## src/verilog/alarm_pkg.sv

```systemverilog
// Constants shared by the analog alarm record and its delay timer
package alarm_pkg;
    // Record layout, twelve 16-bit registers
    localparam int REC_WORDS = 12;
    localparam logic [15:0] OFS_ACT_PRI = 16'h176f;
    localparam logic [15:0] OFS_MON_NUM = 16'h1770;
    localparam logic [15:0] OFS_MODES = 16'h1771;
    localparam logic [15:0] OFS_PICK_THR = 16'h1772;
    localparam logic [15:0] OFS_PICK_MULT = 16'h1773;
    localparam logic [15:0] OFS_PICK_DLY = 16'h1774;
    localparam logic [15:0] OFS_REL_THR = 16'h1775;
    localparam logic [15:0] OFS_REL_MULT = 16'h1776;
    localparam logic [15:0] OFS_REL_DLY = 16'h1777;
    localparam logic [15:0] OFS_TYPE = 16'h1778;
    localparam logic [15:0] OFS_ACTION = 16'h1779;
    localparam logic [15:0] OFS_RSVD = 16'h177a;

    // Values after reset
    localparam logic [15:0] RST_ACT_PRI = 16'h0101;
    localparam logic [15:0] RST_MON_NUM = 16'h03f8;
    localparam logic [15:0] RST_MODES = 16'h0101;
    localparam logic [15:0] RST_PICK_THR = 16'h8000;
    localparam logic [15:0] RST_MULT = 16'h8000;
    localparam logic [15:0] RST_PICK_DLY = 16'h8000;
    localparam logic [15:0] RST_REL_THR = 16'h8000;
    localparam logic [15:0] RST_REL_DLY = 16'h8000;
    localparam logic [15:0] RST_TYPE = 16'h0001;
    localparam logic [15:0] RST_ACTION = 16'h0000;

    // Field layout
    localparam int ACT_MSB = 15;
    localparam int ACT_LSB = 8;
    localparam int PRI_MSB = 7;
    localparam int PRI_LSB = 0;
    localparam logic [7:0] ACT_ON = 8'h00;
    localparam logic [7:0] ACT_OFF = 8'h01;
    localparam logic [7:0] PRI_MAX = 8'h03;
    localparam int ACTION_WAVE_BIT = 9;

    // Comparison mode codes
    localparam logic [7:0] MODE_IMM = 8'h01;
    localparam logic [7:0] MODE_DIRECT = 8'h02;
    localparam logic [7:0] MODE_BITTEST = 8'h04;

    // Alarm type codes
    localparam logic [15:0] TYPE_OVER = 16'h0000;
    localparam logic [15:0] TYPE_UNDER = 16'h0001;
    localparam logic [15:0] TYPE_EQUAL = 16'h0002;
    localparam logic [15:0] TYPE_DIFF = 16'h0003;
    localparam logic [15:0] TYPE_OTHER = 16'h0005;

    // Percent scale of the multipliers and release delay ceiling
    localparam logic [31:0] PCT_SCALE = 32'h0000_0064;
    localparam logic [15:0] REL_DLY_MAX_S = 16'h0bb8;

    // Timing: one second at a 100 ns clock
    localparam int SECOND_S = 1;
    localparam int CLK_PERIOD_NS = 100;
    localparam int SEC_CYCLES = SECOND_S * 1000000000 / CLK_PERIOD_NS;

    typedef enum logic [1:0] {
        ST_IDLE = 2'b00,
        ST_PICK = 2'b01,
        ST_ACTIVE = 2'b11,
        ST_REL = 2'b10
    } alarm_state_t;
endpackage

```

## src/verilog/delay_if.sv

```systemverilog
// Handshake between the alarm sequencer and its seconds timer
`timescale 1ns/1ps
`default_nettype none
interface delay_if;
    logic run;
    logic tick;
    logic [15:0] limit;
    logic done;
    modport ctrl (output run, output tick, output limit, input done);
    modport tmr (input run, input tick, input limit, output done);
endinterface
`default_nettype wire

```

## src/verilog/analog_alarm_record.sv

```systemverilog
// Analog alarm record: twelve registers plus pickup and dropout evaluation
`timescale 1ns/1ps
`default_nettype none
// How it works
// - Twelve consecutive 16-bit registers form the record, same field order always.
// - Upper byte of first register: zero enables alarm, one disables it.
// - Lower byte of first register is priority, only zero to three accepted.
// - After reset the first register reads disabled with priority one.
// - First register equal to zero suppresses event log and waveform capture.
// - Second register is read-only monitored register number, default 1016.
// - Third register: upper byte pickup mode, lower byte dropout mode.
// - Mode bytes are 1 immediate, 2 direct, 4 bit test; immediate default.
// - Immediate mode compares monitored value with the literal pickup or release threshold.
// - Direct mode compares against a referenced register scaled by a percentage.
// - Multipliers are read-only percents used only in direct mode, default 0x8000.
// - Bit test mode ANDs the threshold mask with the monitored value.
// - Pickup threshold register is writable and resets to 0x8000.
// - Alarm rises only after pickup held for the actuation delay in seconds.
// - Writable release threshold defines the dropout value, resets to 0x8000.
// - Read-only type: 0 over, 1 under, 2 equal, 3 different, 5 other.
// - Action bit 9 set logs waveform capture when actuation delay expires.
module analog_alarm_record import alarm_pkg::*; #(
    parameter int TICK_CYCLES = SEC_CYCLES,
    parameter logic [15:0] MON_NUM = RST_MON_NUM,
    parameter logic [15:0] MODES = RST_MODES,
    parameter logic [15:0] PICK_MULT = RST_MULT,
    parameter logic [15:0] REL_MULT = RST_MULT,
    parameter logic [15:0] ALARM_TYPE = RST_TYPE
) (
    input wire logic sys_clk,
    input wire logic rst_n,
    input wire logic reg_req,
    input wire logic reg_we,
    input wire logic [15:0] reg_addr,
    input wire logic [15:0] reg_wdata,
    output logic [15:0] reg_rdata,
    output logic reg_ack,
    output logic reg_err,
    input wire logic [15:0] mon_value,
    input wire logic [15:0] pick_ref_value,
    input wire logic [15:0] rel_ref_value,
    output logic [15:0] mon_reg_num,
    output logic [15:0] pick_ref_num,
    output logic [15:0] rel_ref_num,
    output logic alarm_active,
    output logic event_log,
    output logic wave_capture
);
    function automatic logic mode_ok(input logic [7:0] m);
        return (m == MODE_IMM) || (m == MODE_DIRECT) || (m == MODE_BITTEST);
    endfunction

    if (!mode_ok(MODES[15:8]) || !mode_ok(MODES[7:0])) begin : g_bad_mode
        $error("Comparison mode byte must be 1, 2 or 4");
    end
    if (ALARM_TYPE > TYPE_DIFF && ALARM_TYPE != TYPE_OTHER) begin : g_bad_type
        $error("Alarm type must be 0 to 3 or 5");
    end
    if (TICK_CYCLES < 1) begin : g_bad_tick
        $error("Tick divider needs at least one cycle");
    end

    localparam logic [31:0] TICK_LAST = 32'(TICK_CYCLES - 1);

    // Writable registers, bus answer, output, divider and sequencer state
    logic [15:0] act_pri_r;
    logic [15:0] pick_thr_r;
    logic [15:0] pick_dly_r;
    logic [15:0] rel_thr_r;
    logic [15:0] rel_dly_r;
    logic [15:0] action_r;
    logic [15:0] reg_rdata_r;
    logic reg_ack_r;
    logic reg_err_r;
    logic alarm_active_r;
    logic event_log_r;
    logic wave_capture_r;
    logic [31:0] div_r;
    logic tick_r;
    alarm_state_t state_r;
    alarm_state_t state_nxt;

    delay_if dly ();

    // Type compare used for immediate and direct modes
    function automatic logic type_hit(input logic [15:0] t, input logic [31:0] a,
                                      input logic [31:0] b);
        logic r;
        r = 1'b0;
        case (t)
            TYPE_UNDER: r = (a < b);
            TYPE_EQUAL: r = (a == b);
            TYPE_DIFF: r = (a != b);
            default: r = (a > b);
        endcase
        return r;
    endfunction

    // Test of one comparison mode, used for both pickup and dropout
    function automatic logic mode_hit(input logic [7:0] m, input logic [15:0] t,
                                      input logic [15:0] mon, input logic [15:0] thr,
                                      input logic [15:0] refv, input logic [15:0] mult);
        logic r;
        logic [31:0] lhs;
        logic [31:0] rhs;
        r = 1'b0;
        lhs = 32'(mon) * PCT_SCALE;
        rhs = 32'(refv) * 32'(mult);
        case (m)
            MODE_IMM: r = type_hit(t, 32'(mon), 32'(thr));
            MODE_DIRECT: r = type_hit(t, lhs, rhs);
            MODE_BITTEST: r = |(mon & thr);
            default: r = 1'b0;
        endcase
        return r;
    endfunction

    // Address decode
    wire hit_act = (reg_addr == OFS_ACT_PRI);
    wire hit_pthr = (reg_addr == OFS_PICK_THR);
    wire hit_pdly = (reg_addr == OFS_PICK_DLY);
    wire hit_rthr = (reg_addr == OFS_REL_THR);
    wire hit_rdly = (reg_addr == OFS_REL_DLY);
    wire hit_actn = (reg_addr == OFS_ACTION);
    wire in_rec = (reg_addr >= OFS_ACT_PRI) && (reg_addr <= OFS_RSVD);
    wire wr = reg_req && reg_we;

    // per-byte validity of the first register
    wire act_byte_ok = (reg_wdata[ACT_MSB:ACT_LSB] <= ACT_OFF);
    wire pri_byte_ok = (reg_wdata[PRI_MSB:PRI_LSB] <= PRI_MAX);
    wire [15:0] act_pri_nxt = {act_byte_ok ? reg_wdata[ACT_MSB:ACT_LSB]
                                           : act_pri_r[ACT_MSB:ACT_LSB],
                               pri_byte_ok ? reg_wdata[PRI_MSB:PRI_LSB]
                                           : act_pri_r[PRI_MSB:PRI_LSB]};

    // read-only fields answer their fixed values, reserved reads zero
    logic [15:0] rd_mux;
    always_comb begin
        rd_mux = 16'h0000;
        unique case (reg_addr)
            OFS_ACT_PRI: rd_mux = act_pri_r;
            OFS_MON_NUM: rd_mux = MON_NUM;
            OFS_MODES: rd_mux = MODES;
            OFS_PICK_THR: rd_mux = pick_thr_r;
            OFS_PICK_MULT: rd_mux = PICK_MULT;
            OFS_PICK_DLY: rd_mux = pick_dly_r;
            OFS_REL_THR: rd_mux = rel_thr_r;
            OFS_REL_MULT: rd_mux = REL_MULT;
            OFS_REL_DLY: rd_mux = rel_dly_r;
            OFS_TYPE: rd_mux = ALARM_TYPE;
            OFS_ACTION: rd_mux = action_r;
            default: rd_mux = 16'h0000;
        endcase
    end

    wire alarm_on = (act_pri_r[ACT_MSB:ACT_LSB] == ACT_ON);
    wire log_ok = (act_pri_r != 16'h0000);

    wire pick_cond = mode_hit(MODES[15:8], ALARM_TYPE, mon_value, pick_thr_r,
                              pick_ref_value, PICK_MULT);
    // dropout judged against the release threshold
    wire drop_cond = !mode_hit(MODES[7:0], ALARM_TYPE, mon_value, rel_thr_r,
                               rel_ref_value, REL_MULT);

    // release delay clamped to its longest value
    wire [15:0] rel_lim = (rel_dly_r > REL_DLY_MAX_S) ? REL_DLY_MAX_S : rel_dly_r;

    // Timer runs only while the watched condition holds in its own phase
    assign dly.run = (state_r == ST_PICK && pick_cond) ||
                     (state_r == ST_REL && drop_cond);
    assign dly.tick = tick_r;
    assign dly.limit = (state_r == ST_REL) ? rel_lim : pick_dly_r;

    delay_timer u_timer (
        .sys_clk(sys_clk),
        .rst_n(rst_n),
        .dly(dly)
    );

    // Sequencer; the ACTIVE stay of one cycle lets the timer restart
    always_comb begin
        state_nxt = state_r;
        unique case (state_r)
            ST_IDLE: if (pick_cond) state_nxt = ST_PICK;
            ST_PICK: begin
                if (!pick_cond) state_nxt = ST_IDLE;
                else if (dly.done) state_nxt = ST_ACTIVE;
            end
            ST_ACTIVE: if (drop_cond) state_nxt = ST_REL;
            ST_REL: begin
                if (!drop_cond) state_nxt = ST_ACTIVE;
                else if (dly.done) state_nxt = ST_IDLE;
            end
        endcase
        if (!alarm_on) state_nxt = ST_IDLE;
    end

    wire fire = alarm_on && (state_r == ST_PICK) && pick_cond && dly.done;

    // One-second enable; long divide so a simulation may shorten it
    always_ff @(posedge sys_clk or negedge rst_n) begin
        if (!rst_n) begin
            div_r <= 32'h0000_0000;
            tick_r <= 1'b0;
        end else begin
            div_r <= (div_r >= TICK_LAST) ? 32'h0000_0000 : div_r + 32'h0000_0001;
            tick_r <= (div_r >= TICK_LAST);
        end
    end

    // writable fields and their reset values
    always_ff @(posedge sys_clk or negedge rst_n) begin
        if (!rst_n) begin
            act_pri_r <= RST_ACT_PRI;
            pick_thr_r <= RST_PICK_THR;
            pick_dly_r <= RST_PICK_DLY;
            rel_thr_r <= RST_REL_THR;
            rel_dly_r <= RST_REL_DLY;
            action_r <= RST_ACTION;
        end else if (wr) begin
            if (hit_act) act_pri_r <= act_pri_nxt;
            if (hit_pthr) pick_thr_r <= reg_wdata;
            if (hit_pdly) pick_dly_r <= reg_wdata;
            if (hit_rthr) rel_thr_r <= reg_wdata;
            if (hit_rdly) rel_dly_r <= reg_wdata;
            if (hit_actn) action_r <= reg_wdata;
        end
    end

    // Answer one cycle after each request; outside the record flags an error
    always_ff @(posedge sys_clk or negedge rst_n) begin
        if (!rst_n) begin
            reg_rdata_r <= 16'h0000;
            reg_ack_r <= 1'b0;
            reg_err_r <= 1'b0;
        end else begin
            reg_ack_r <= reg_req;
            reg_err_r <= reg_req && !in_rec;
            if (reg_req && !reg_we) reg_rdata_r <= rd_mux;
        end
    end

    // event and capture pulses at the end of the actuation delay
    always_ff @(posedge sys_clk or negedge rst_n) begin
        if (!rst_n) begin
            state_r <= ST_IDLE;
            alarm_active_r <= 1'b0;
            event_log_r <= 1'b0;
            wave_capture_r <= 1'b0;
        end else begin
            state_r <= state_nxt;
            alarm_active_r <= alarm_on &&
                              (state_nxt == ST_ACTIVE || state_nxt == ST_REL);
            event_log_r <= fire && log_ok;
            wave_capture_r <= fire && log_ok && action_r[ACTION_WAVE_BIT];
        end
    end

    assign reg_rdata = reg_rdata_r;
    assign reg_ack = reg_ack_r;
    assign reg_err = reg_err_r;
    assign alarm_active = alarm_active_r;
    assign event_log = event_log_r;
    assign wave_capture = wave_capture_r;
    // fixed monitored number; threshold registers double as reference numbers
    assign mon_reg_num = MON_NUM;
    assign pick_ref_num = pick_thr_r;
    assign rel_ref_num = rel_thr_r;

    a_ack_follows: assert property (@(posedge sys_clk) disable iff (!rst_n)
        reg_req |=> reg_ack_r)
        else $error("Request not answered next cycle");
    a_act_range: assert property (@(posedge sys_clk) disable iff (!rst_n)
        act_pri_r[ACT_MSB:ACT_LSB] <= ACT_OFF)
        else $error("Activity byte out of range");
    a_pri_range: assert property (@(posedge sys_clk) disable iff (!rst_n)
        act_pri_r[PRI_MSB:PRI_LSB] <= PRI_MAX)
        else $error("Priority byte out of range");
    a_off_quiet: assert property (@(posedge sys_clk) disable iff (!rst_n)
        (act_pri_r[ACT_MSB:ACT_LSB] == ACT_OFF) |=> !alarm_active_r && !event_log_r)
        else $error("Disabled alarm became active");
    a_zero_nolog: assert property (@(posedge sys_clk) disable iff (!rst_n)
        (event_log_r || wave_capture_r) |-> $past(act_pri_r) != 16'h0000)
        else $error("Logged with first register zero");
    a_mon_read: assert property (@(posedge sys_clk) disable iff (!rst_n)
        (reg_req && !reg_we && reg_addr == OFS_MON_NUM) |=> reg_rdata_r == MON_NUM)
        else $error("Monitored number read wrong");
    a_rsvd_zero: assert property (@(posedge sys_clk) disable iff (!rst_n)
        (reg_req && !reg_we && reg_addr == OFS_RSVD) |=> reg_rdata_r == 16'h0000)
        else $error("Reserved register not zero");
    a_pick_write: assert property (@(posedge sys_clk) disable iff (!rst_n)
        (wr && hit_pthr) |=> pick_thr_r == $past(reg_wdata))
        else $error("Pickup threshold write lost");
    a_rise_delay: assert property (@(posedge sys_clk) disable iff (!rst_n)
        $rose(alarm_active_r) |-> $past(state_r == ST_PICK && dly.done))
        else $error("Alarm rose before actuation delay");
    a_rise_log: assert property (@(posedge sys_clk) disable iff (!rst_n)
        wave_capture_r |-> $past(action_r[ACTION_WAVE_BIT]) && $rose(alarm_active_r))
        else $error("Capture without action bit or alarm rise");
    a_rel_clamp: assert property (@(posedge sys_clk) disable iff (!rst_n)
        (state_r == ST_REL) |-> dly.limit <= REL_DLY_MAX_S)
        else $error("Release delay above its ceiling");
    a_fall_delay: assert property (@(posedge sys_clk) disable iff (!rst_n)
        ($fell(alarm_active_r) && $past(alarm_on)) |-> $past(state_r == ST_REL && dly.done))
        else $error("Alarm cleared before release delay");
    a_modes_read: assert property (@(posedge sys_clk) disable iff (!rst_n)
        (reg_req && !reg_we && reg_addr == OFS_MODES) |=> reg_rdata_r == MODES)
        else $error("Comparison modes read wrong");
    a_type_read: assert property (@(posedge sys_clk) disable iff (!rst_n)
        (reg_req && !reg_we && reg_addr == OFS_TYPE) |=> reg_rdata_r == ALARM_TYPE)
        else $error("Alarm type read wrong");
    a_pmult_read: assert property (@(posedge sys_clk) disable iff (!rst_n)
        (reg_req && !reg_we && reg_addr == OFS_PICK_MULT) |=> reg_rdata_r == PICK_MULT)
        else $error("Pickup multiplier read wrong");
    a_rmult_read: assert property (@(posedge sys_clk) disable iff (!rst_n)
        (reg_req && !reg_we && reg_addr == OFS_REL_MULT) |=> reg_rdata_r == REL_MULT)
        else $error("Release multiplier read wrong");
    a_act_write: assert property (@(posedge sys_clk) disable iff (!rst_n)
        (wr && hit_act && reg_wdata[ACT_MSB:ACT_LSB] <= ACT_OFF &&
         reg_wdata[PRI_MSB:PRI_LSB] <= PRI_MAX) |=> act_pri_r == $past(reg_wdata))
        else $error("Valid first register write lost");
    a_pri_kept: assert property (@(posedge sys_clk) disable iff (!rst_n)
        (wr && hit_act && reg_wdata[PRI_MSB:PRI_LSB] > PRI_MAX) |=>
        act_pri_r[PRI_MSB:PRI_LSB] == $past(act_pri_r[PRI_MSB:PRI_LSB]))
        else $error("Bad priority accepted");
    a_rel_write: assert property (@(posedge sys_clk) disable iff (!rst_n)
        (wr && hit_rthr) |=> rel_thr_r == $past(reg_wdata))
        else $error("Release threshold write lost");
    a_pulse_one: assert property (@(posedge sys_clk) disable iff (!rst_n)
        event_log_r |=> !event_log_r)
        else $error("Event pulse longer than one cycle");
endmodule // analog_alarm_record
`default_nettype wire

```

## src/verilog/delay_timer.sv

```systemverilog
// Seconds counter that reports when a held condition reaches its delay
`timescale 1ns/1ps
`default_nettype none
module delay_timer (
    input wire logic sys_clk,
    input wire logic rst_n,
    delay_if.tmr dly
);
    logic [15:0] cnt_r;
    logic [15:0] cnt_nxt;
    wire cnt_sat = &cnt_r;

    // Counting restarts whenever the condition drops out
    assign cnt_nxt = !dly.run ? 16'h0000 :
                     (dly.tick && !cnt_sat) ? cnt_r + 16'h0001 : cnt_r;
    assign dly.done = dly.run && (cnt_r >= dly.limit);

    always_ff @(posedge sys_clk or negedge rst_n) begin
        if (!rst_n) begin
            cnt_r <= 16'h0000;
        end else begin
            cnt_r <= cnt_nxt;
        end
    end

    // count advances only on a second tick and clears when the condition drops
    a_hold_no_tick: assert property (@(posedge sys_clk) disable iff (!rst_n)
        (dly.run && !dly.tick) |=> cnt_r == $past(cnt_r))
        else $error("Timer counted without a second tick");
    a_clear_idle: assert property (@(posedge sys_clk) disable iff (!rst_n)
        !dly.run |=> (cnt_r == 16'h0000))
        else $error("Timer kept count after condition dropped");
endmodule // delay_timer
`default_nettype wire

```

## config.mk

```make
export PLATFORM = sky130hd
export DESIGN_NAME = analog_alarm_record
export DESIGN_NICKNAME = d
export VERILOG_FILES = /design/src/verilog/alarm_pkg.sv /design/src/verilog/delay_if.sv /design/src/verilog/analog_alarm_record.sv /design/src/verilog/delay_timer.sv
export SDC_FILE = /design/constraint.sdc
export NUM_CORES = 1
export LEC_CHECK = 0
export BUFFER_PORTS_ARGS = -buffer_cell sky130_fd_sc_hd__buf_4
export CORE_MARGIN = 5
export CORE_UTILIZATION = 61
export CTS_CLUSTER_SIZE = 14
export DETAILED_ROUTE_END_ITERATION = 10
export GPL_TIMING_DRIVEN = 0
export PLACE_DENSITY = 0.86
export SETUP_SLACK_MARGIN = 0.5
export SYNTH_ARGS = -nofsm -noshare
export SYNTH_HDL_FRONTEND = slang
export SYNTH_SLANG_ARGS = --single-unit
```

## constraint.sdc

```tcl
create_clock -name sys_clk -period 6.25 [get_ports sys_clk]
set_input_delay 0.3125 -clock sys_clk [delete_from_list [all_inputs] [get_ports sys_clk]]
set_output_delay 0.3125 -clock sys_clk [all_outputs]
set_load 0.01 [all_outputs]
```

After elaboration in Yosys (flattened, before gate mapping)
Cells that the tools add are included.
{ "word_totals": {"regBits": 168, "input_bits": 84, "output_inout_bits": 69, "elab_cells": 91} }
{ "classes": {"addsub": 2, "order_cmp": 9, "eq_ne": 17, "mux": 14, "n_reduce_logical": 32} }
{ "op_table": {"columns": ["cell", "n"], "rows": [
  ["$eq 16x13->1 const B", 11],
  ["$pmux 16 s10", 1],
  ["$mux 16", 4],
  ["$add 32x1->32 const B", 1],
  ["$ge 32x24->1 const B", 1],
  ["$lt 16x16->1", 2],
  ["$mux 32", 1],
  ["$add 16x1->16 const B", 1],
  ["$ge 16x13->1 const B", 1],
  ["$ge 16x16->1", 1],
  ["$gt 16x12->1 const B", 1],
  ["$le 16x13->1 const B", 1],
  ["$reduce_and 16->1", 1],
  ["$reduce_bool 16->1", 1],
  ["$logic_and 1x1->1", 14],
  ["$mux 2", 7],
  ["$reduce_and 2->1", 5],
  ["$eq 2x2->1 const B", 4],
  ["$le 8x1->1 const B", 1],
  ["$le 8x2->1 const B", 1],
  ["$logic_not 8->1", 1],
  ["$pmux 2 s4", 1],
  ["$reduce_and 3->1", 2],
  ["$logic_not 1->1", 4],
  ["5 further kinds", 6]
]} }

Longest topological paths before layout
Gate-level depths: netlist of the first run.
{ "logic_depth": {"ltp_word": 12, "depth_mapped": 12, "depth_no_buf": 12} }

Cells and area by module
A second synthesis of the first run with hierarchy kept.
{ "hier_totals": {"hier_cells": 880, "area_unflattened_um2": 9131.3} }
{ "by_module_without_submodules": {"columns": ["module", "n_inst", "cells_each", "area_per_inst_um2", "seq_area_each_um2"], "rows": [
  ["analog_alarm_record", 1, 723, 7835.0, 3811.2],
  ["delay_timer", 1, 157, 1296.2, 400.4]
]} }

Worst setup path before layout of the first run
Ideal clock, no wire load.
{ "synth_path": {"kind": "flip-flop to flip-flop", "start": "reg rel_dly_r[1]", "end": "reg alarm_active_r (netlist: alarm_active)", "setup_time_ns": 0.082, "arrival_ns": 3.085, "required_ns": 6.168, "slack_ns": 3.083, "stages_incl_launch_ff": 13, "path_buffers": 0, "synth_period_minus_slack_ns": 3.167, "cell_sequence": "dfrtp_1 > or3_1 > a41o_1 > a41o_1 > a211oi_1 > a22o_1 > ha_1 > nand2b_1 > a2111oi_0 > a2111oi_0 > nand3b_1 > a21bo_2 > a31oi_1"} }
{ "synth_between": {"elab_chain_cells": 12, "word_cells_on_any_way": 15, "cone_classes": "2 x order compare; 2 x eq/ne; 8 x mux; 3 x reduce/logical"} }
{ "synth_rtl": {"columns": ["element", "line_no", "text"], "rows": [
  ["start, declared", "analog_alarm_record.sv:70", "logic [15:0] rel_dly_r;"],
  ["start signal, assigned", "analog_alarm_record.sv:225", "if (hit_rdly) rel_dly_r <= reg_wdata;"],
  ["$gt 16x12->1", "analog_alarm_record.sv:166", "wire [15:0] rel_lim = (rel_dly_r > REL_DLY_MAX_S) ? REL_DLY_MAX_S : rel_dly_r;"],
  ["$mux 16 *", "analog_alarm_record.sv:166", null],
  ["$mux 16 *", "analog_alarm_record.sv:172", "assign dly.limit = (state_r == ST_REL) ? rel_lim : pick_dly_r;"],
  ["$ge 16x16->1 *", "delay_timer.sv:16", "assign dly.done = dly.run && (cnt_r >= dly.limit);"],
  ["$logic_and 1x1->1 *", "delay_timer.sv:16", null],
  ["$mux 2 (on tied branches)", "analog_alarm_record.sv:192, analog_alarm_record.sv:187", null],
  ["$mux 2 (on tied branches)", "analog_alarm_record.sv:191, analog_alarm_record.sv:186", null],
  ["$pmux 2 s4 *", "analog_alarm_record.sv:183", "unique case (state_r)"],
  ["$mux 2 *", "analog_alarm_record.sv:195", "if (!alarm_on) state_nxt = ST_IDLE;"],
  ["$eq 2x2->1", "analog_alarm_record.sv:253", "(state_nxt == ST_ACTIVE || state_nxt == ST_REL);"],
  ["$logic_or 1x1->1 *", "analog_alarm_record.sv:253", null],
  ["$logic_and 1x1->1 *", "analog_alarm_record.sv:252", "alarm_active_r <= alarm_on &&"],
  ["end signal, assigned", "analog_alarm_record.sv:252", null],
  ["end, declared", "analog_alarm_record.sv:75", "logic alarm_active_r;"]
]} }
Mark *: on every way between the ends. The rest lies on a longest branch, timed or not.
A chain may end at the register's enable or synchronous reset.

Final worst setup path of the first run
Ends and elaborated chain as after synthesis.

==> results of run 1 <==
## per-layer routing
| metal | up-vias | track usage (%) | share of wire, % | routed length [µm] |
|---|---|---|---|---|
| met5 | - | 0 | 0 | 0 |
| li1 | 3284 | - | - | - |
| met3 | 70 | 6.99 | 12 | 2850 |
| met2 | 467 | 44.1 | 44 | 10900 |
| met1 | 3615 | 43.0 | 41 | 10000 |
| met4 | 0 | 11.3 | 3.0 | 748 |
## path summary, 6_finish.rpt
check,depth (start not counted),end,slack [ns],startpoint
worst max-delay path,12,alarm_active,2.33,rel_dly_r[1]
worst min-delay path,1,reg_ack,0.02,reg_req
worst max register to register,12,alarm_active,2.33,rel_dly_r[1]
worst min register to register,1,action_r[0],0.49,action_r[0]
max in group asynchronous,3,rel_ref_num[15],4.97,rst_n
min in group asynchronous,2,act_pri_r[13],0.41,rst_n
## power by group through the flow
stage	Combinational (W)	Sequential [W]	Clock [W]
2_1_floorplan	0.0000513	0.00111	0
3_3_place_gp	0.000124	0.00111	0
3_5_place_dp	0.000130	0.00111	0
4_1_cts	0.000131	0.00109	0.00114
5_1_grt	0.000146	0.00109	0.00119
6_report	0.000134	0.00109	0.00113
## through the flow
stage	setup WS, ns	cells	total power [W]	instance area [µm²]
finish	2.33	1179	0.00236	10600
global route	2.05	1179	0.00243	10600
CTS	2.37	1179	0.00236	10600
detailed placement	2.38	1146	0.00124	9990
global placement	2.45	1145	0.00124	9960
floorplan	3.08	860	0.00116	8970
## Yosys cell counts (14+ instances only)
library cell / n / share of area (%)
dfrtp_1: 162 / 46
a21oi_1: 68 / 3.8
nand2_1: 58 / 2.5
nor2_1: 53 / 2.2
mux2_2: 49 / 6.2
ha_1: 48 / 6.8
inv_1: 40 / 1.7
o21ai_0: 31 / 1.7
nand3_1: 26 / 1.5
clkbuf_1: 21 / 0.89
xor2_1: 20 / 2.0
nor2b_1: 18 / 1.3
buf_4: 16 / 1.4
mux2i_1: 16 / 1.8
a221oi_1: 14 / 1.4
nand4_1: 14 / 0.99
## final cells by class
| cell class | instances | share of cell area [%] |
|---|---|---|
| clock inverter | 15 | 2.00 |
| sequential | 168 | 39.6 |
| multi-input combinational | 607 | 40.9 |
| timing repair buffer | 103 | 7.55 |
| inverter | 40 | 1.41 |
| clock buffer | 17 | 4.00 |
| buffer | 45 | 2.35 |
| tap | 184 | 2.16 |
## kinds of logic after synthesis
group,share of synthesized area (%)
other,0.0845
flip-flops,47.4
XOR/XNOR,3.25
AND/OR/NAND/NOR,14.6
multiplexers,10.8
adder cells (fa/ha/maj),6.76
buffers and inverters,4.51
AO/OA/AOI/OAI,12.5
## critical path: cells and delay by family (launching register included)
| kind | cells | cell delay [ns] |
|---|---|---|
| flip-flops | 1 | 0.41 |
| AO/OA/AOI/OAI | 8 | 2.34 |
| AND/OR/NAND/NOR | 3 | 0.82 |
| adder cells (fa/ha/maj) | 1 | 0.24 |
==> impl_metrics.toml, run 1 <==
[run_status]
outcome = "finished, final reports clean"

[floorplanning]
num_rows = 44
initial_core_util_pct = 61.6
die_w_um = 131
core_um2 = 14400
dieHeight_um = 131
die_area_um2 = 17100
ios = 153

[pwr]
leakagePower_nw = 5.09
power.share.switching_pct = 22.8
p_seq_share_pct = 46.3
p_comb_share_pct = 5.7
intPower_w = 0.00182
power_frac_clock_pct = 48.0
pwr_density_cell_nw_per_um2 = 222
p_sw_w = 0.000539
ir_worst_vdd_mv = 0.198

[detailed_routing]
drt_iter0_markers = 750
antenna_left = 0
vias_per_cell = 6.31
dr.pass1.iters = 8
drcViolationCount = 0
finalWirelength_um = 24500
wl_per_cell_um = 20.8
vias = 7436

[global_route]
track_usage_pct = 29.8
grt_pass1_vias = 7254
grt_pass1_wl_um = 38900
grt_max_degree = 96
antenna_found_initial = 0
overflow = 0

[clock_network]
clkTransAtPathRegs_ns = 0.07
htree_levels = 4
root_buffer = "clkbuf_16"
cts_hold_buf = 1
cts_tree = "done"
cts_setup_buffers = 0
post_cts_resized = 0
clock-sinks = 168
clockBufferDepth = 2
clk_latency_ns = 0.43
cts-buffers-inserted = 17

[final_layout]
diodes = 0
drive_above_1_share_pct = 23.7
multi_input_area_um2 = 4360
seqCellArea_um2 = 4210
final_cell_mix = "162 x dfrtp_1, 116 x buf_4, 68 x a21oi_1"
largest_reg_flops = 32
fillCellCount = 974
largest_register = "div_r"
finalNetCount = 1114
final_common_cell = "dfrtp_1"
area_delta_synth_final_pct = 19.7
utilization_pct = 73.8

[job]
maxCapViolCount = 0

[setup_path]
crit_path_max_incr_delay_ns = 0.52
critPathMaxFanout = 4
worstPathRequired_ns = 6.57
startpoint_type = "register"
cp.arrival_ns = 4.24
crit_path_cell_trace = "or3_1, a41o_1, a41o_1, a211oi_1, a22o_1, ha_1, nand2b_1, a2111oi_0, a2111oi_0, nand3b_1, a21bo_2, a31oi_1"
cp-end-kind = "register"
cp_slowest_cell = "a211oi_1"
crit_type = "register to register"

[logic_synthesis]
synthFlopType = "dfrtp_1"
syn_avg_cell_area_um2 = 10.6
yosysUniqueCellTypes = 65
yosys_warnings = 0
syn-cell-area_um2 = 8880
ys_seq_area_share_pct = 47.4
ys_ff_latch = 168
syn-instance-count = 838
synth-edff-count = 0
ys_async_sr_fraction_pct = 100

[timing]
period_share_pct = 62.7
fin_worst_skew_ns = 0.00952
slew_headroom_pct = 36.2
timing.hold.ws_ns = 0.0173
slew_violations = 0
rsz0062_at_grt = "false"
min_period_ns = 3.92
worst-slew-pin-transition_ns = 0.949
report.final.setup_viol = 0
setup_tns_ns = 0
hold_viol = 0
fmax_ghz = 0.255

[place]
numPortBuffers = 101
place_hpwl_um = 18100
place.gp.congestion = 0.926

[hold_path]
hold_class = "input pin to register"
Power figures use the tool's default switching activity.
==> run 2, diff against run 1 <==
CORE_UTILIZATION = 57   (was 61)
PLACE_DENSITY = 0.81   (was 0.86)
clock period = 4 ns   (was 6.25 ns; I/O delays follow)
==> impl_metrics.toml, run 2 (synthesis gave the netlist of run 1 again) <==
[final_layout]
diodes = 0
drive_above_1_share_pct = 25.3
largest_reg_flops = 32
area_delta_synth_final_pct = 22.5
final_common_cell = "dfrtp_1"
finalNetCount = 1123
final_cell_mix = "162 x dfrtp_1, 124 x buf_4, 68 x a21oi_1"
fin_cells = 1215
largest_register = "div_r"

[pwr]
pwr_density_cell_nw_per_um2 = 346
leakagePower_nw = 5.16
ir_worst_vdd_mv = 0.318

[setup_path]
crit_end = "alarm_active"
crit_cells = 12
r2r-end = "alarm_active"
cp_slowest_cell = "a2111oi_4"
crit_type = "register to register"
cp_top_family = "compound AO/OA/AOI/OAI gates"
reg2reg_depth = 12
startpoint_type = "register"
crit_start = "rel_dly_r[2]"
r2r_start = "rel_dly_r[2]"
worstPathRequired_ns = 4.34
crit_path_max_incr_delay_ns = 0.42
r2r_slack_ns = 0.56
critPathMaxFanout = 4
cp.arrival_ns = 3.78
crit_path_cell_trace = "or3_1, a41o_1, a41o_1, a211oi_4, buf_4, a22oi_2, ha_1, a2111oi_4, a2111oi_4, nand3b_1, a21bo_2, a31oi_4"
crit_buf_inv = 1
cp-end-kind = "register"

[place]
place.gp.congestion = 0.926
place_hpwl_um = 17900
place_inst = 1173
numPortBuffers = 101

[timing]
worst-slew-pin-transition_ns = 0.853
report.final.setup_viol = 0
fin_worst_skew_ns = 0.00629
period_share_pct = 85.9
rsz0062_at_grt = "true"
min_period_ns = 3.44
setup_tns_ns = 0
hold_viol = 0
slew_violations = 0
slew_headroom_pct = 42.8
fmax_ghz = 0.291

[job]
maxCapViolCount = 0

[clock_network]
cts_tree = "done"
clock-sinks = 168
root_buffer = "clkbuf_16"
clockBufferDepth = 2
cts-buffers-inserted = 17
htree_levels = 4
clkTransAtPathRegs_ns = 0.07
clk_latency_ns = 0.44

[global_route]
grt_pass1_wl_um = 39100
track_usage_pct = 27.7
grt_pass1_vias = 7168
grt_max_degree = 105
antenna_found_initial = 0
overflow = 0

[detailed_routing]
wl_per_cell_um = 20.1
dr.pass1.iters = 6
vias = 7325
vias_per_cell = 6.03
antenna_left = 0
drt_iter0_markers = 950
drcViolationCount = 0
finalWirelength_um = 24400

[run_status]
outcome = "finished, final reports clean"

[floorplanning]
core_um2 = 15300
initial_core_util_pct = 58.2
ios = 153
die_area_um2 = 18200
die_w_um = 135
num_rows = 45
dieHeight_um = 135

[hold_path]
hold_class = "input pin to register"
-- run 2: cell count changes in the layout (fill, tap and decap cells not counted), sizes merged --
| cell | previous run | this run |
|---|---|---|
| clkinvlp | 2 | 3 |
| bufinv | 4 | 5 |
| inv | 46 | 44 |
| clkbuf | 38 | 40 |
| clkinv | 3 | 1 |
| buf | 126 | 134 |
| dlygate4sd3 | 1 | 2 |
-- run 2: tightest hold or removal path, stage by stage --
cell and delay [ns]:
buf_4 0.13, nand2_1 0.05, o21ai_0 0.06
-- run 2: timing repair --
action                                  in CTS  in global routing
pin swaps                                    6                 11
hold endpoints to repair                    63                  0
gates resized for setup                     12                  6
buffers inserted                             4                  4
hold buffers                                 2                  0
endpoints found under the setup margin       4                 12
-- run 2: cell type report --
class	count	area, µm²
inverters	40	150
plain buffers	45	250
flip-flops and latches	168	4210
repair buffers	112	873
multi-input cells	607	4470
clock buffers	19	453
well taps	211	264
clock inverters	13	215
fillers	1077	4380
-- run 2: worst min path at each step --
| stage | from | to | slack (ns) | cells after the start |
|---|---|---|---|---|
| floorplan | rst_n | act_pri_r[10] | -0.1 | 0 |
| global placement | reg_req | reg_ack | 0.34 | 1 |
| detailed placement | rst_n | pick_ref_num[10] | 0.17 | 1 |
| CTS | reg_wdata[11] | rel_ref_num[11] | 0.03 | 3 |
| global route | reg_wdata[12] | action_r[12] | 0.05 | 2 |
| finish | reg_wdata[13] | rel_ref_num[13] | 0.04 | 3 |
-- run 2: power breakdown --
part           switching [W]  total [W]  internal, W  leakage, nW
clock               0.000706    0.00186      0.00115        0.319
sequential        0.00000219    0.00171      0.00170         2.20
combinational       0.000128   0.000207    0.0000795         2.64
-- run 2: metal layers --
| layer | wire length [µm] | track usage [%] |
|---|---|---|
| met1 | 10700 | 40.1 |
| met2 | 10700 | 40.7 |
| met3 | 2360 | 7.38 |
| met4 | 674 | 9.11 |
| met5 | 0 | 0 |
-- run 2: stage by stage --
step	hold slack (ns)	setup WS [ns]	power, W	instance area (µm²)	utilization (%)
after floorplan	-0.0956	0.833	0.00182	8970	-
after global placement	0.335	0.0917	0.00193	9990	65.5
after detailed placement	0.173	0.0124	0.00194	10000	65.7
after CTS	0.0276	0.549	0.00377	10800	70.9
after global routing	0.0451	0.456	0.00387	10900	71.3
final	0.0371	0.563	0.00377	10900	71.3
==> run 3, diff against run 2 <==
CORE_UTILIZATION = 59   (was 57)
CTS_BUF_LIST = sky130_fd_sc_hd__clkbuf_8   (was default)
PLACE_DENSITY = 0.83   (was 0.81)
==> impl_metrics.toml, run 3 (synthesis gave the netlist of run 1 again) <==
[run_status]
outcome = "finished, final reports clean"

[detailed_routing]
finalWirelength_um = 24500
dr.pass1.iters = 8
vias_per_cell = 6.16
wl_per_cell_um = 20.6
vias = 7328
drt_iter0_markers = 836
drcViolationCount = 0
antenna_left = 0

[setup_path]
cp_top_family = "compound AO/OA/AOI/OAI gates"
r2r_slack_ns = 0.53
reg2reg_depth = 12
crit_path_max_incr_delay_ns = 0.42
worstPathRequired_ns = 4.36
crit_buf_inv = 1
crit_cells = 12
crit_path_cell_trace = "or3_1, a41o_1, a41o_1, a211oi_4, buf_6, a22oi_1, ha_1, a2111oi_4, a2111oi_2, nand3b_1, a21bo_2, a31oi_4"
crit_type = "register to register"
cp.arrival_ns = 3.83
cp_common_cell = "a41o_1"
r2r_start = "rel_dly_r[2]"
startpoint_type = "register"
cp-end-kind = "register"
cp_slowest_cell = "dfrtp_1"
critPathMaxFanout = 4
r2r-end = "alarm_active"

[timing]
slew_headroom_pct = 39.6
hold_viol = 0
report.final.setup_viol = 0
period_share_pct = 86.8
slew_violations = 0
rsz0062_at_grt = "true"
worst-slew-pin-transition_ns = 0.898
fmax_ghz = 0.288
min_period_ns = 3.47
fin_worst_skew_ns = 0.0152
setup_tns_ns = 0

[floorplanning]
ios = 153
initial_core_util_pct = 60.7
core_um2 = 14600
num_rows = 44
die_area_um2 = 17600
die_w_um = 133
dieHeight_um = 133

[clock_network]
clkTransAtPathRegs_ns = 0.09
clockBufferDepth = 2
cts_tree = "done"
clock-sinks = 168
htree_levels = 4
cts-buffers-inserted = 17
root_buffer = "clkbuf_8"
clk_latency_ns = 0.46

[global_route]
track_usage_pct = 27.7
grt_pass1_vias = 7101
antenna_found_initial = 0
grt_max_degree = 97
overflow = 0
grt_pass1_wl_um = 38200

[pwr]
ir_worst_vdd_mv = 0.238
pwr_density_cell_nw_per_um2 = 312
leakagePower_nw = 5.07

[final_layout]
diodes = 0
final_common_cell = "dfrtp_1"
largest_register = "div_r"
fin_area_um2 = 10700
finalNetCount = 1125
final_cell_mix = "162 x dfrtp_1, 122 x buf_4, 68 x a21oi_1"
area_delta_synth_final_pct = 20.0
drive_above_1_share_pct = 25.0
largest_reg_flops = 32

[job]
maxCapViolCount = 0

[place]
numPortBuffers = 101
place_hpwl_um = 18000
place_area_um2 = 9990
place.gp.congestion = 0.962

[hold_path]
hold_path_end = "rel_ref_num[12]"
hold_class = "input pin to register"
hp-start = "reg_wdata[12]"
hold-path-cell-count = 3
==> run 3: cell type report <==
class | instances | area, µm²
timing repair buffer | 114 | 900
multi-input combinational | 607 | 4460
clock inverter | 14 | 219
sequential | 168 | 4210
buffer | 45 | 250
inverter | 40 | 150
tap | 184 | 230
fill | 1041 | 3980
clock buffer | 18 | 248
==> run 3: repair_timing <==
item,4_1_cts,5_1_grt
buffers inserted,3,4
gates resized for setup,12,4
endpoints found under the hold margin,97,0
hold buffers,5,0
pin swaps,5,12
setup endpoints to repair,4,12
==> run 3: power by group <==
group	internal, W	total (W)	switching [W]	leakage, nW
combinational	0.0000814	0.000211	0.000130	2.65
sequential	0.00170	0.00170	0.00000192	2.20
clock	0.000764	0.00142	0.000653	0.218
==> run 3: worst max path at each step <==
stage                            start           end  slack (ns)
final                     rel_dly_r[2]  alarm_active        0.53
after global routing      rel_dly_r[2]  alarm_active        0.47
after CTS                 rel_dly_r[1]  alarm_active        0.51
after detailed placement  rel_dly_r[1]  alarm_active        0.03
after global placement    rel_dly_r[1]  alarm_active        0.11
after floorplan           rel_dly_r[1]  alarm_active        0.83
==> run 3: tightest hold or removal path, delay by kind of cell <==
| family | cells | cell delay, ns |
|---|---|---|
| compound gates | 1 | 0.06 |
| buf+inv | 1 | 0.14 |
| simple gates | 1 | 0.06 |
==> run 3: routing by layer <==
| metal | GRT usage (%) | part of all wire, % |
|---|---|---|
| met2 | 41.6 | 44 |
| met3 | 6.99 | 10 |
| met1 | 39.3 | 43 |
| met5 | 0 | 0 |
| met4 | 9.64 | 2.7 |
==> run 3: per-stage QoR <==
| stage | hold WS, ns | util (%) | setup slack (ns) | total power [W] | instances |
|---|---|---|---|---|---|
| floorplan | -0.0956 | - | 0.833 | 0.00182 | 860 |
| global route | 0.00459 | 72.8 | 0.471 | 0.00343 | 1190 |
| finish | 0.0263 | 72.8 | 0.529 | 0.00333 | 1190 |
| global placement | 0.336 | 68.0 | 0.113 | 0.00193 | 1145 |
| detailed placement | 0.270 | 68.2 | 0.0259 | 0.00194 | 1146 |
| CTS | 0.00555 | 72.4 | 0.514 | 0.00333 | 1186 |
